`config.mk`:
```
export PLATFORM = sky130hd
export DESIGN_NAME = cdsg_top
export DESIGN_NICKNAME = d
export VERILOG_FILES = /design/src/logic/cdsg_pkg.sv /design/src/logic/cdsg_top.sv
export VERILOG_INCLUDE_DIRS = /design/src /design/src/logic
export SDC_FILE = /design/constraint.sdc
export NUM_CORES = 2
export LEC_CHECK = 0
export ABC_AREA = 1
export BUFFER_PORTS_ARGS = -buffer_cell sky130_fd_sc_hd__buf_2
export CAP_MARGIN = 25
export CORE_MARGIN = 2
export CORE_UTILIZATION = 57
export DETAILED_ROUTE_END_ITERATION = 10
export MAX_ROUTING_LAYER = met4
export PLACE_DENSITY = 0.74
export SYNTH_ARGS = -nofsm -noshare
export SYNTH_HDL_FRONTEND = slang
export SYNTH_SLANG_ARGS = --single-unit
```
`constraint.sdc`:
```
create_clock -name clk_sys -period 2.7 [get_ports clk_sys]
set_clock_uncertainty 0.15 [all_clocks]
set_input_delay 0.405 -clock clk_sys [delete_from_list [all_inputs] [get_ports clk_sys]]
set_output_delay 0.405 -clock clk_sys [all_outputs]
set_load 0.01 [all_outputs]
```
`src/logic/cdsg_map.svh`:
```
/*
  constants for the clock divide, select and gate block.
  assumes inclusion by the package, the top module, the checker and the bench.
*/
`ifndef CDSG_MAP_SVH
`define CDSG_MAP_SVH
`define CDSG_CLK_NS 20
`define CDSG_ASYNC_W 77
`define CDSG_B_PCLK 0
`define CDSG_B_PRST 1
`define CDSG_B_EPIN 2
`define CDSG_B_PLL 3
`define CDSG_B_EINT 9
`define CDSG_B_ERST 10
`define CDSG_B_DIN0 11
`define CDSG_B_DIN1 12
`define CDSG_B_DREF 13
`define CDSG_B_STRB 14
`define CDSG_B_SRC 15
`define CDSG_NPLL 6
`define CDSG_NEXT 62
`define CDSG_NSRC 64
`define CDSG_NTRUNK 16
`define CDSG_TSEL_W 6
`define CDSG_PDCNT_W 7
`define CDSG_EDIV2_HC 4'h4
`define CDSG_EDIV3P5_HC 4'h7
`define CDSG_EDIV4_HC 4'h8
`define CDSG_EDIV5_HC 4'ha
`define CDSG_ESEL_PIN 4'h0
`define CDSG_ESEL_DLY 4'h1
`define CDSG_ESEL_PLL0 4'h2
`define CDSG_ESEL_PLL5 4'h7
`define CDSG_ESEL_INT 4'h8
`define CDSG_CODE_W 9
`define CDSG_CODE_MAX 9'h1ff
`define CDSG_PER_W 11
`define CDSG_PER_MAX 11'h7ff
`define CDSG_DLY_DEPTH 512
`endif

```
`src/logic/cdsg_pkg.sv`:
```
/*
  types for the clock divide, select and gate block.
  assumes cdsg_map.svh is on the include path.
*/
`default_nettype none
`include "cdsg_map.svh"
package cdsg_pkg;
  typedef enum logic [2:0] {
    PDIV_BYPASS = 3'h0, PDIV_2 = 3'h1, PDIV_4 = 3'h2, PDIV_8 = 3'h3,
    PDIV_16 = 3'h4, PDIV_32 = 3'h5, PDIV_64 = 3'h6, PDIV_128 = 3'h7
  } cdsg_pdiv_e;
  typedef enum logic [1:0] {
    EDIV_2 = 2'h0, EDIV_3P5 = 2'h1, EDIV_4 = 2'h2, EDIV_5 = 2'h3
  } cdsg_ediv_e;
  typedef enum logic [1:0] {
    SEL_RUN = 2'h0, SEL_WAIT_OLD = 2'h1, SEL_WAIT_NEW = 2'h2
  } cdsg_sel_state_e;
  typedef struct packed {
    logic sel;
    logic glitchless;
    logic div_in0;
  } cdsg_dsm_cfg_s;
  typedef struct packed {
    logic [`CDSG_CODE_W-1:0] code;
    logic valid;
  } cdsg_dll_s;
endpackage : cdsg_pkg
`default_nettype wire

```
`src/logic/cdsg_top.sv`:
```
/*
  clock dividers, dynamic select mux, per-trunk clock gates, center mux
  and master delay loop with its two slave delays, all modelled as
  sampled waveforms on clk_sys.
  assumes every clock and pin input is asynchronous and much slower
  than clk_sys; fabric controls are on clk_sys.
*/
//
// Behaviour
// - primary divider divides by 2..128 in powers of two, or bypasses
// - divider resets are asynchronous controls and force divider outputs low
// - divided output starts on the next input cycle after reset release
// - edge divider divides its edge clock by 2, 3.5, 4 or 5
// - edge divider phase is fixed by the moment its reset releases
// - select mux switches between two clocks, glitchless or plain by mode
// - primary divider optionally feeds select input 0; input 1 never divided
// - center mux routes any of 64 sources onto each of 16 trunks
// - a disabled trunk is held static low
// - trunk gating is glitchless and adds no latency over ungated trunks
// - edge source is pin, delayed pin, one of six pll outputs or internal
// - master loop makes a 9-bit quarter-period code and distributes it
// - slave clock delay shifts its clock by the distributed code
// - strobe delay buffer delays the strobe by the distributed code
`default_nettype none
`include "cdsg_map.svh"
module cdsg_top (
  input wire logic clk_sys,
  input wire logic rst,
  input wire logic pdiv_clk_in,
  input wire logic pdiv_rst_in,
  input wire cdsg_pkg::cdsg_pdiv_e pdiv_ratio,
  input wire logic edge_pin,
  input wire logic [`CDSG_NPLL-1:0] pll_out,
  input wire logic edge_int,
  input wire logic [3:0] edge_sel,
  input wire logic edge_rst_in,
  input wire cdsg_pkg::cdsg_ediv_e edge_ratio,
  input wire logic dsm_in0,
  input wire logic dsm_in1,
  input wire cdsg_pkg::cdsg_dsm_cfg_s dsm_cfg,
  input wire logic [`CDSG_NEXT-1:0] center_clock_mux_src,
  input wire logic [`CDSG_NTRUNK*`CDSG_TSEL_W-1:0] trunk_sel,
  input wire logic [`CDSG_NTRUNK-1:0] trunk_en,
  input wire logic dll_ref_in,
  input wire logic strobe_in,
  output logic pdiv_out,
  output logic edge_out,
  output logic dsm_out,
  output logic [`CDSG_NTRUNK-1:0] trunk_out,
  output cdsg_pkg::cdsg_dll_s dll_status,
  output logic slave_clk_out,
  output logic strobe_out
);

  function automatic logic edge_pick(
    input logic [3:0] s,
    input logic pin,
    input logic dly,
    input logic [`CDSG_NPLL-1:0] pll,
    input logic intn
  );
    logic r;
    r = intn;
    case (s)
      `CDSG_ESEL_PIN: r = pin;
      `CDSG_ESEL_DLY: r = dly;
      `CDSG_ESEL_INT: r = intn;
      default: begin
        if (s >= `CDSG_ESEL_PLL0 && s <= `CDSG_ESEL_PLL5) begin
          r = pll[3'(s - `CDSG_ESEL_PLL0)];
        end
      end
    endcase
    return r;
  endfunction : edge_pick

  function automatic logic [3:0] ediv_halves(input cdsg_pkg::cdsg_ediv_e m);
    logic [3:0] r;
    case (m)
      cdsg_pkg::EDIV_2: r = `CDSG_EDIV2_HC;
      cdsg_pkg::EDIV_3P5: r = `CDSG_EDIV3P5_HC;
      cdsg_pkg::EDIV_4: r = `CDSG_EDIV4_HC;
      default: r = `CDSG_EDIV5_HC;
    endcase
    return r;
  endfunction : ediv_halves

  // two-stage synchroniser for every pin, then one extra stage for edges
  logic [`CDSG_ASYNC_W-1:0] raw_in;
  logic [`CDSG_ASYNC_W-1:0] meta;
  logic [`CDSG_ASYNC_W-1:0] samp;
  logic [`CDSG_ASYNC_W-1:0] samp_d;
  assign raw_in = {center_clock_mux_src, strobe_in, dll_ref_in, dsm_in1, dsm_in0, edge_rst_in,
                   edge_int, pll_out, edge_pin, pdiv_rst_in, pdiv_clk_in};

  always_ff @(posedge clk_sys) begin
    if (rst) begin
      meta <= '0;
      samp <= '0;
      samp_d <= '0;
    end else begin
      meta <= raw_in;
      samp <= meta;
      samp_d <= samp;
    end
  end

  // primary divider
  logic [`CDSG_PDCNT_W-1:0] pdiv_cnt;
  logic [`CDSG_PDCNT_W-1:0] next_pdiv_cnt;
  logic next_pdiv_out;
  logic pclk_rise;

  always_comb begin
    pclk_rise = samp[`CDSG_B_PCLK] & ~samp_d[`CDSG_B_PCLK];
    next_pdiv_cnt = pdiv_cnt;
    next_pdiv_out = pdiv_out;
    if (samp[`CDSG_B_PRST]) begin
      next_pdiv_cnt = '0;
      next_pdiv_out = 1'b0;
    end else if (pdiv_ratio == cdsg_pkg::PDIV_BYPASS) begin
      next_pdiv_out = samp[`CDSG_B_PCLK];
    end else if (pclk_rise) begin
      // count restarts from zero, so the first rise after release starts it
      next_pdiv_cnt = pdiv_cnt + 7'h01;
      next_pdiv_out = next_pdiv_cnt[3'(pdiv_ratio - 3'h1)];
    end
  end

  always_ff @(posedge clk_sys) begin
    if (rst) begin
      pdiv_cnt <= '0;
      pdiv_out <= 1'b0;
    end else begin
      pdiv_cnt <= next_pdiv_cnt;
      pdiv_out <= next_pdiv_out;
    end
  end

  // edge divider: counts half periods so the 3.5 ratio needs no second edge
  logic edge_src;
  logic edge_src_q;
  logic [3:0] ediv_cnt;
  logic [3:0] next_ediv_cnt;
  logic next_edge_out;
  logic [3:0] ediv_per;

  always_comb begin
    edge_src = edge_pick(edge_sel, samp[`CDSG_B_EPIN], slave_clk_out,
                         samp[`CDSG_B_PLL +: `CDSG_NPLL], samp[`CDSG_B_EINT]);
    ediv_per = ediv_halves(edge_ratio);
    next_ediv_cnt = ediv_cnt;
    next_edge_out = edge_out;
    if (samp[`CDSG_B_ERST]) begin
      next_ediv_cnt = '0;
      next_edge_out = 1'b0;
    end else if (edge_src != edge_src_q) begin
      // phase counted from release, hence fixed to it
      next_ediv_cnt = (ediv_cnt >= ediv_per - 4'h1) ? 4'h0 : ediv_cnt + 4'h1;
      next_edge_out = (next_ediv_cnt < ((ediv_per + 4'h1) >> 1));
    end
  end

  always_ff @(posedge clk_sys) begin
    if (rst) begin
      edge_src_q <= 1'b0;
      ediv_cnt <= '0;
      edge_out <= 1'b0;
    end else begin
      edge_src_q <= edge_src;
      ediv_cnt <= next_ediv_cnt;
      edge_out <= next_edge_out;
    end
  end

  // dynamic select mux
  cdsg_pkg::cdsg_sel_state_e sel_state;
  cdsg_pkg::cdsg_sel_state_e next_sel_state;
  logic sel_cur;
  logic next_sel_cur;
  logic next_dsm_out;
  logic dsm_a;
  logic dsm_b;
  logic cur_clk;

  always_comb begin
    dsm_a = dsm_cfg.div_in0 ? pdiv_out : samp[`CDSG_B_DIN0];
    dsm_b = samp[`CDSG_B_DIN1];
    cur_clk = sel_cur ? dsm_b : dsm_a;
    next_sel_state = sel_state;
    next_sel_cur = sel_cur;
    next_dsm_out = cur_clk;
    if (!dsm_cfg.glitchless) begin
      // plain mode follows the select at once; stopped clocks are fine
      next_sel_state = cdsg_pkg::SEL_RUN;
      next_sel_cur = dsm_cfg.sel;
      next_dsm_out = dsm_cfg.sel ? dsm_b : dsm_a;
    end else begin
      // hangs in a wait state if the awaited clock has stopped high
      case (sel_state)
        cdsg_pkg::SEL_RUN: begin
          if (dsm_cfg.sel != sel_cur) begin
            next_sel_state = cdsg_pkg::SEL_WAIT_OLD;
          end
        end
        cdsg_pkg::SEL_WAIT_OLD: begin
          if (!cur_clk) begin
            next_sel_state = cdsg_pkg::SEL_WAIT_NEW;
            next_sel_cur = ~sel_cur;
            next_dsm_out = 1'b0;
          end
        end
        cdsg_pkg::SEL_WAIT_NEW: begin
          next_dsm_out = 1'b0;
          if (!cur_clk) begin
            next_sel_state = cdsg_pkg::SEL_RUN;
          end
        end
        default: begin
          next_sel_state = cdsg_pkg::SEL_RUN;
          next_dsm_out = 1'b0;
        end
      endcase
    end
  end

  always_ff @(posedge clk_sys) begin
    if (rst) begin
      sel_state <= cdsg_pkg::SEL_RUN;
      sel_cur <= 1'b0;
      dsm_out <= 1'b0;
    end else begin
      sel_state <= next_sel_state;
      sel_cur <= next_sel_cur;
      dsm_out <= next_dsm_out;
    end
  end

  // center mux with one clock gate per trunk
  logic [`CDSG_NSRC-1:0] center_clock_mux_all;
  assign center_clock_mux_all = {samp[`CDSG_B_SRC +: `CDSG_NEXT], dsm_out, edge_out};

  for (genvar t = 0; t < `CDSG_NTRUNK; t++) begin : g_trunk
    logic raw_clk;
    logic en_hold;
    logic next_en_hold;
    logic next_out;
    logic out_q;

    always_comb begin
      raw_clk = center_clock_mux_all[trunk_sel[t*`CDSG_TSEL_W +: `CDSG_TSEL_W]];
      // enable only moves while the clock is low, so no runt pulse
      next_en_hold = raw_clk ? en_hold : trunk_en[t];
      next_out = raw_clk & next_en_hold;
    end

    always_ff @(posedge clk_sys) begin
      if (rst) begin
        en_hold <= 1'b0;
        out_q <= 1'b0;
      end else begin
        en_hold <= next_en_hold;
        out_q <= next_out;
      end
    end

    assign trunk_out[t] = out_q;
  end

  // master delay loop measures the reference period in clk_sys cycles
  logic [`CDSG_PER_W-1:0] per_cnt;
  logic [`CDSG_PER_W-1:0] next_per_cnt;
  logic ref_seen;
  logic next_ref_seen;
  cdsg_pkg::cdsg_dll_s next_dll_status;
  logic [`CDSG_PER_W:0] quarter;
  logic ref_rise;

  always_comb begin
    ref_rise = samp[`CDSG_B_DREF] & ~samp_d[`CDSG_B_DREF];
    quarter = ({1'b0, per_cnt} + 12'h002) >> 2;
    next_per_cnt = (per_cnt == `CDSG_PER_MAX) ? per_cnt : per_cnt + 11'h001;
    next_ref_seen = ref_seen;
    next_dll_status = dll_status;
    if (ref_rise) begin
      next_per_cnt = 11'h001;
      next_ref_seen = 1'b1;
      if (ref_seen) begin
        // long periods clip at the largest code
        next_dll_status.code = (quarter > 12'h1ff) ? `CDSG_CODE_MAX
                                                   : quarter[`CDSG_CODE_W-1:0];
        next_dll_status.valid = 1'b1;
      end
    end
  end

  always_ff @(posedge clk_sys) begin
    if (rst) begin
      per_cnt <= '0;
      ref_seen <= 1'b0;
      dll_status <= '0;
    end else begin
      per_cnt <= next_per_cnt;
      ref_seen <= next_ref_seen;
      dll_status <= next_dll_status;
    end
  end

  // slave delays share the one code; code n adds n cycles over the plain path
  logic [`CDSG_DLY_DEPTH-1:0] hist_pin;
  logic [`CDSG_DLY_DEPTH-1:0] hist_strb;
  logic [`CDSG_DLY_DEPTH-1:0] next_hist_pin;
  logic [`CDSG_DLY_DEPTH-1:0] next_hist_strb;
  logic next_slave_clk;
  logic next_strobe;

  always_comb begin
    next_hist_pin = {hist_pin[`CDSG_DLY_DEPTH-2:0], samp[`CDSG_B_EPIN]};
    next_hist_strb = {hist_strb[`CDSG_DLY_DEPTH-2:0], samp[`CDSG_B_STRB]};
    next_slave_clk = next_hist_pin[dll_status.code];
    next_strobe = next_hist_strb[dll_status.code];
  end

  always_ff @(posedge clk_sys) begin
    if (rst) begin
      hist_pin <= '0;
      hist_strb <= '0;
      slave_clk_out <= 1'b0;
      strobe_out <= 1'b0;
    end else begin
      hist_pin <= next_hist_pin;
      hist_strb <= next_hist_strb;
      slave_clk_out <= next_slave_clk;
      strobe_out <= next_strobe;
    end
  end

endmodule : cdsg_top
`default_nettype wire
```
=== After elaboration in Yosys (flattened, before gate mapping) ===
Index checks and enable logic that the tools add are counted.

* Output and inout port bits: 31
* Flip-flop bits (word level): 1,264
* Input port bits: 203
* Logic and storage cells: 214

* Reduce and logical (&&, ||, !) cells: 14
* Muxes and demuxes: 78
* Order comparisons: 24
* Equal/unequal tests: 15
* $add $sub $neg: 8
* Bitwise logic cells: 23

{| class="wikitable"
|+ Operators by type and width
! operator !! count
|-
| 6-bit by 7-bit < comparator with 1-bit output (second input constant) || 16
|-
| 1-bit binary-select mux with 6-bit select || 16
|-
| 1-bit two-way mux || 49
|-
| 1-bit AND || 18
|-
| 1-bit binary-select mux with 9-bit select || 2
|-
| 11-bit by 2-bit adder with 12-bit output (second input constant) || 1
|-
| 4-bit case mux with 3 select lines || 1
|-
| 11-bit by 1-bit adder with 11-bit output (second input constant) || 1
|-
| 11-bit == test (second input constant) || 1
|-
| 10-bit by 9-bit > comparator with 1-bit output (second input constant) || 1
|-
| 9-bit by 10-bit < comparator with 1-bit output (second input constant) || 1
|-
| 2-bit inequality test (second input constant) || 5
|-
| 9-bit two-way mux || 1
|-
| 4-bit by 1-bit adder with 4-bit output (second input constant) || 2
|-
| 3-bit by 4-bit < comparator with 1-bit output (second input constant) || 2
|-
| 2-bit OR reduction || 4
|-
| 7-bit by 1-bit adder with 7-bit output (second input constant) || 1
|-
| 1-bit binary-select mux with 3-bit select || 2
|-
| 2-bit two-way mux || 3
|-
| 2-bit case mux with 3 select lines || 1
|-
| 2-bit AND reduction || 3
|-
| 1-bit NOT || 5
|-
| 2-bit by 1-bit == test with 1-bit output (second input constant) || 2
|-
| 2-bit == test (second input constant) || 2
|-
| other kinds (20) || 22
|}

=== Depth between registers and ports, before layout ===
* Depth after elaboration: 6
* Gate-level depth with buffers: 16
* Gate-level depth less buffers: 13

=== Worst setup path before layout ===
No wires, ideal clock.

* Path type: input port to flip-flop
* From: input port edge_ratio[0]
* To: register edge_out
* Cell stages on the path: 11
* Arrival time: 1,925 ps
* Path slack: 549 ps
* Setup time: 76 ps
* Required time: 2,474 ps
* Path buffers: 0
* Cell sequence: ha_1 ha_1 inv_1 nor2_1 o211ai_1 nand3_1 nor2_1 ha_1 a21oi_1 o21ai_0 a21boi_0

* Cells in the longest elaborated chain, start to end: 6
* Elaborated cells between the ends (all ways): 9
* Classes of those cells: add/sub (2); order compare (2); eq/ne (2); mux (2); reduce/logical (1)

{| class="wikitable"
|+ RTL lines
! what !! RTL line !! RTL
|-
| start, declared || cdsg_top.sv:37 || <nowiki>input wire cdsg_pkg::cdsg_ediv_e edge_ratio,</nowiki>
|-
| 2-bit == test (tied with other cells) || cdsg_top.sv:79 || <nowiki>case (m)</nowiki>
|-
| 4-bit case mux with 3 select lines (*) || cdsg_top.sv:79 ||
|-
| 4-bit by 1-bit subtractor with 4-bit output || cdsg_top.sv:159 || <nowiki>next_ediv_cnt = (ediv_cnt >= ediv_per - 4'h1) ? 4'h0 : ediv_cnt + 4'h1;</nowiki>
|-
| 4-bit >= comparator || cdsg_top.sv:159 ||
|-
| 4-bit two-way mux || cdsg_top.sv:159 ||
|-
| 4-bit by 3-bit < comparator with 1-bit output (*) || cdsg_top.sv:160 || <nowiki>next_edge_out = (next_ediv_cnt < ((ediv_per + 4'h1) >> 1));</nowiki>
|-
| end signal, assigned || cdsg_top.sv:172 || <nowiki>edge_out <= next_edge_out;</nowiki>
|-
| end, declared || cdsg_top.sv:47 || <nowiki>output logic edge_out,</nowiki>
|}

Every way passes the cells marked *; elsewhere a longest branch is shown, timed or not.
A chain may end at the register's enable or synchronous reset.

=== Final worst setup path ===
* From: register samp[70]
* To: register g_trunk[7].en_hold

* Cells in the longest elaborated chain, start to end: 3

{| class="wikitable"
|+ RTL lines
! what !! RTL line !! RTL
|-
| start, declared || cdsg_top.sv:91 || <nowiki>logic [`CDSG_ASYNC_W-1:0] samp;</nowiki>
|-
| start signal, assigned || cdsg_top.sv:103 || <nowiki>samp <= meta;</nowiki>
|-
| 1-bit binary-select mux with 6-bit select || cdsg_top.sv:251 || <nowiki>raw_clk = center_clock_mux_all[trunk_sel[t*`CDSG_TSEL_W +: `CDSG_TSEL_W]];</nowiki>
|-
| 1-bit two-way mux || cdsg_top.sv:251 ||
|-
| 1-bit two-way mux || cdsg_top.sv:253 || <nowiki>next_en_hold = raw_clk ? en_hold : trunk_en[t];</nowiki>
|-
| end signal, assigned || cdsg_top.sv:262 || <nowiki>en_hold <= next_en_hold;</nowiki>
|-
| end, declared || cdsg_top.sv:245 || <nowiki>logic en_hold;</nowiki>
|}

Every way passes these cells. The select of a mux whose other input is x is not followed.

==> out/summary.txt <==
outcome: finished, violations left
violated checks: DRC
routed wire length: 167 mm
Yosys cell types: 35
Final TNS setup: 0 ns
async set or reset register ratio after synthesis: 0%
vias: 53.2k
worst-path cell chain: buf_4 -> o21ai_0 -> o22ai_1 -> o21ai_0 -> o211ai_1 -> nand3_1 -> nand4_1 -> dlygate4sd3_1 -> o21ai_1
remaining antenna violation count: 0
Fin. Hold Viols: 0
starting density of the core: 57.4%
Final min period: 2.56 ns
Final Cycle Share: 94.9%
drc violations: 2
Switch Pwr: 9.54 mW
CP Class: reg2reg
FP Rows: 114
Critical Path End: g_trunk[7].en_hold
Finished Cell Area: 63300 µm²
Critical Path AT: 2.97 ns
total grt overflow: 0
nature of the critical path endpoint: register
Num CTS Buffers: 121
# port buffers: 233
Place WS: 0.181 ns
setup violators final: 0
Syn-to-layout area delta: 14.1%
worst slew pin tran: 0.588 ns
fmax: 0.390 GHz
mean post-synth cell area: 6.71 µm²
PwrDens: 624 nW/µm²
die height: 316 µm
initial antenna violation count: 12
GPL Wtd Cong: 0.989
CP max-delay cell: dfxtp_1
Comb pwr share: 8.4%
Via density: 5.47
CTS tree: built
commonest non-fill, non-tap cell in the layout: nor2_1
Net count, final: 8561
Worst Hold Class: in2reg
fin worst setup slack: 0.139 ns
register area share after synthesis: 45.2%
Syn Std Cell Area: 55400 µm²
WL/cell: 17.1 µm
die width: 316 µm
CP most frequent cell: o21ai_0
cell taking the most area after synthesis: dfxtp_1
Layout Cells excl Fill: 9734
Syn. warnings: 0
number of synthesized register bits: 1252
Seq pwr share: 47.4%
die area: 99800 µm²
dpl cell area: 57800 µm²
# IOs: 234
area of the core: 96600 µm²
Clock Tree Root: clkbuf_16
CP Max Fanout: 7
starting DRC count in detailed routing: 6284
largest net degree at the start of global routing: 124
Layout Utilization: 65.5%
clock share of power: 44.1%
Rel. slew slack: 60.8%
Post-synth EDFFs: 0
Reg-to-Reg Start: samp[70]
top post-synthesis cells by area: dfxtp_1, nor2_1, inv_1
VDD IR max: 0.000648 V
Max clock buf depth: 3
reg2reg setup slack: 0.14 ns
DPL Wire Length: 96.1 mm
# H-tree levels: 3
Total GRT Usage: 33.4%
Worst-path clk slew: 0.07 ns
max-cap violations: 0
commonest non-fill, non-tap cells in the layout: nor2_1, inv_1, dfxtp_1, o21ai_0, nand2_1
syn_nets: 8479
Max Slew Vio Count: 0
number of fill cells: 8354
Reg2Reg Depth: 9
worst-skew pair later-pin latency: 0.72 ns
Crit. Startpoint: samp[70]
Pleak: 25.1 nW
Sw Share: 24.2%
number of global-route vias before repair: 48.8k
Max stage delay on crit path: 0.55 ns
internal power: 29.9 mW
share of layout cells above drive strength 1: 7.76%
Yosys top cell area share: 45.2%
Post-Synthesis Cells: 8260
placed insts: 9370
clk sink count: 1252
drt first pass iters: 10
FF-to-FF End: g_trunk[7].en_hold
startpoint types: register
worst endpoint required time: 3.11 ns
first-pass GRT wire length: 261 mm
RSZ-0062 raised after global routing: false
Main synth FF type: dfxtp_1
[layout make-up]
| cell class | instances | area, µm² | area share (%) |
|---|---|---|---|
| antenna | 16 | 40.0 | 0.0633 |
| clock buffer | 182 | 3600 | 5.69 |
| clock inverter | 41 | 573 | 0.906 |
| inverter | 1359 | 5120 | 8.10 |
| multi-input combinational | 5036 | 22600 | 35.7 |
| sequential | 1252 | 25100 | 39.6 |
| tap | 1276 | 1600 | 2.52 |
| timing repair buffer | 572 | 4680 | 7.39 |
[repair_timing]
item	CTS	global route
endpoints found under the setup margin	0	8
hold buffers	125	0
setup buffers	0	0
resized for setup	0	2
hold endpoints to repair	142	0
[synth_stat cells, types with 4 or more instances]
| library cell | instances |
|---|---|
| o21ai_1 | 39 |
| nor2_1 | 1810 |
| clkbuf_1 | 411 |
| buf_2 | 94 |
| o22ai_1 | 253 |
| o211ai_1 | 34 |
| xnor2_1 | 7 |
| nand3b_1 | 8 |
| inv_1 | 1354 |
| buf_1 | 39 |
| buf_4 | 62 |
| nand4_1 | 11 |
| ha_1 | 16 |
| o21ai_0 | 862 |
| xor2_1 | 12 |
| nor3_1 | 4 |
| nand3_1 | 823 |
| dfxtp_1 | 1252 |
| buf_6 | 7 |
| nand2_1 | 845 |
| a21oi_1 | 289 |
| o221ai_1 | 5 |
[sequential cells by signal, indices dropped and copies added, names as in the netlist, 2 cells and up]
name	flops
hist_strb	511
per_cnt	11
pdiv_cnt	7
samp_d	3
samp	77
meta	77
dll_status	10
hist_pin	510
ediv_cnt	4
sel_state	2
g_trunk.out_q	16
g_trunk.en_hold	16
[worst min-delay path by stage]
| stage | cells after the start | end | slack, ns | startpoint |
|---|---|---|---|---|
| global route | 5 | g_trunk[8].out_q | 0.04 | trunk_sel[53] |
| detailed placement | 2 | samp[63] | 0.24 | meta[63] |
| finish | 5 | g_trunk[8].out_q | 0.03 | trunk_sel[53] |
| global placement | 2 | samp[6] | 0.24 | meta[6] |
| floorplan | 2 | samp[0] | 0.24 | meta[0] |
| CTS | 5 | g_trunk[11].out_q | 0.006 | trunk_sel[71] |
[power by group through the flow]
stage | clock, mW | sequential [mW] | combinational, mW
global placement | 0 | 19.1 | 2.98
CTS | 17.7 | 18.7 | 3.19
detailed placement | 0 | 19.1 | 3.02
global route | 18.4 | 18.7 | 3.60
finish | 17.4 | 18.7 | 3.32
floorplan | 0 | 19.1 | 1.97
[metal layers]
metal	vias to the layer above	share of wire [%]	track usage, %
li1	25897	-	-
met1	24181	40	40.7
met2	2399	45	52.3
met3	740	9.1	6.38
met4	0	6.2	18.3
met5	-	0	-
[worst max-delay path, delay by kind of cell, from the launching register on]
kind	cells	cell delay (ns)
AO/OA/AOI/OAI	5	0.65
flip-flops	1	0.55
AND/OR/NAND/NOR	2	0.26
buffers and inverters	2	0.84
[metrics by stage]
stage / power (mW) / hold slack (ns)
4_1_cts: 39.6 / 0.00592
5_1_grt: 40.7 / 0.0359
2_1_floorplan: 21.1 / 0.238
3_5_place_dp: 22.1 / 0.242
6_report: 39.5 / 0.0322
3_3_place_gp: 22.1 / 0.240
[logic make-up (layout without fill, tap and decap cells)]
family	after synthesis	count (layout)	synth area share [%]
and+or+nand+nor	3504	3504	25.7
buffers and inverters	1972	2154	14.1
AOI/OAI and AO/OA	1497	1497	14.3
DFF	1252	1252	45.2
xor gates and xnor gates	19	19	0.300
adders and majority gates	16	16	0.361
other	0	16	0
Note: power is estimated with default switching activity, not from simulation.
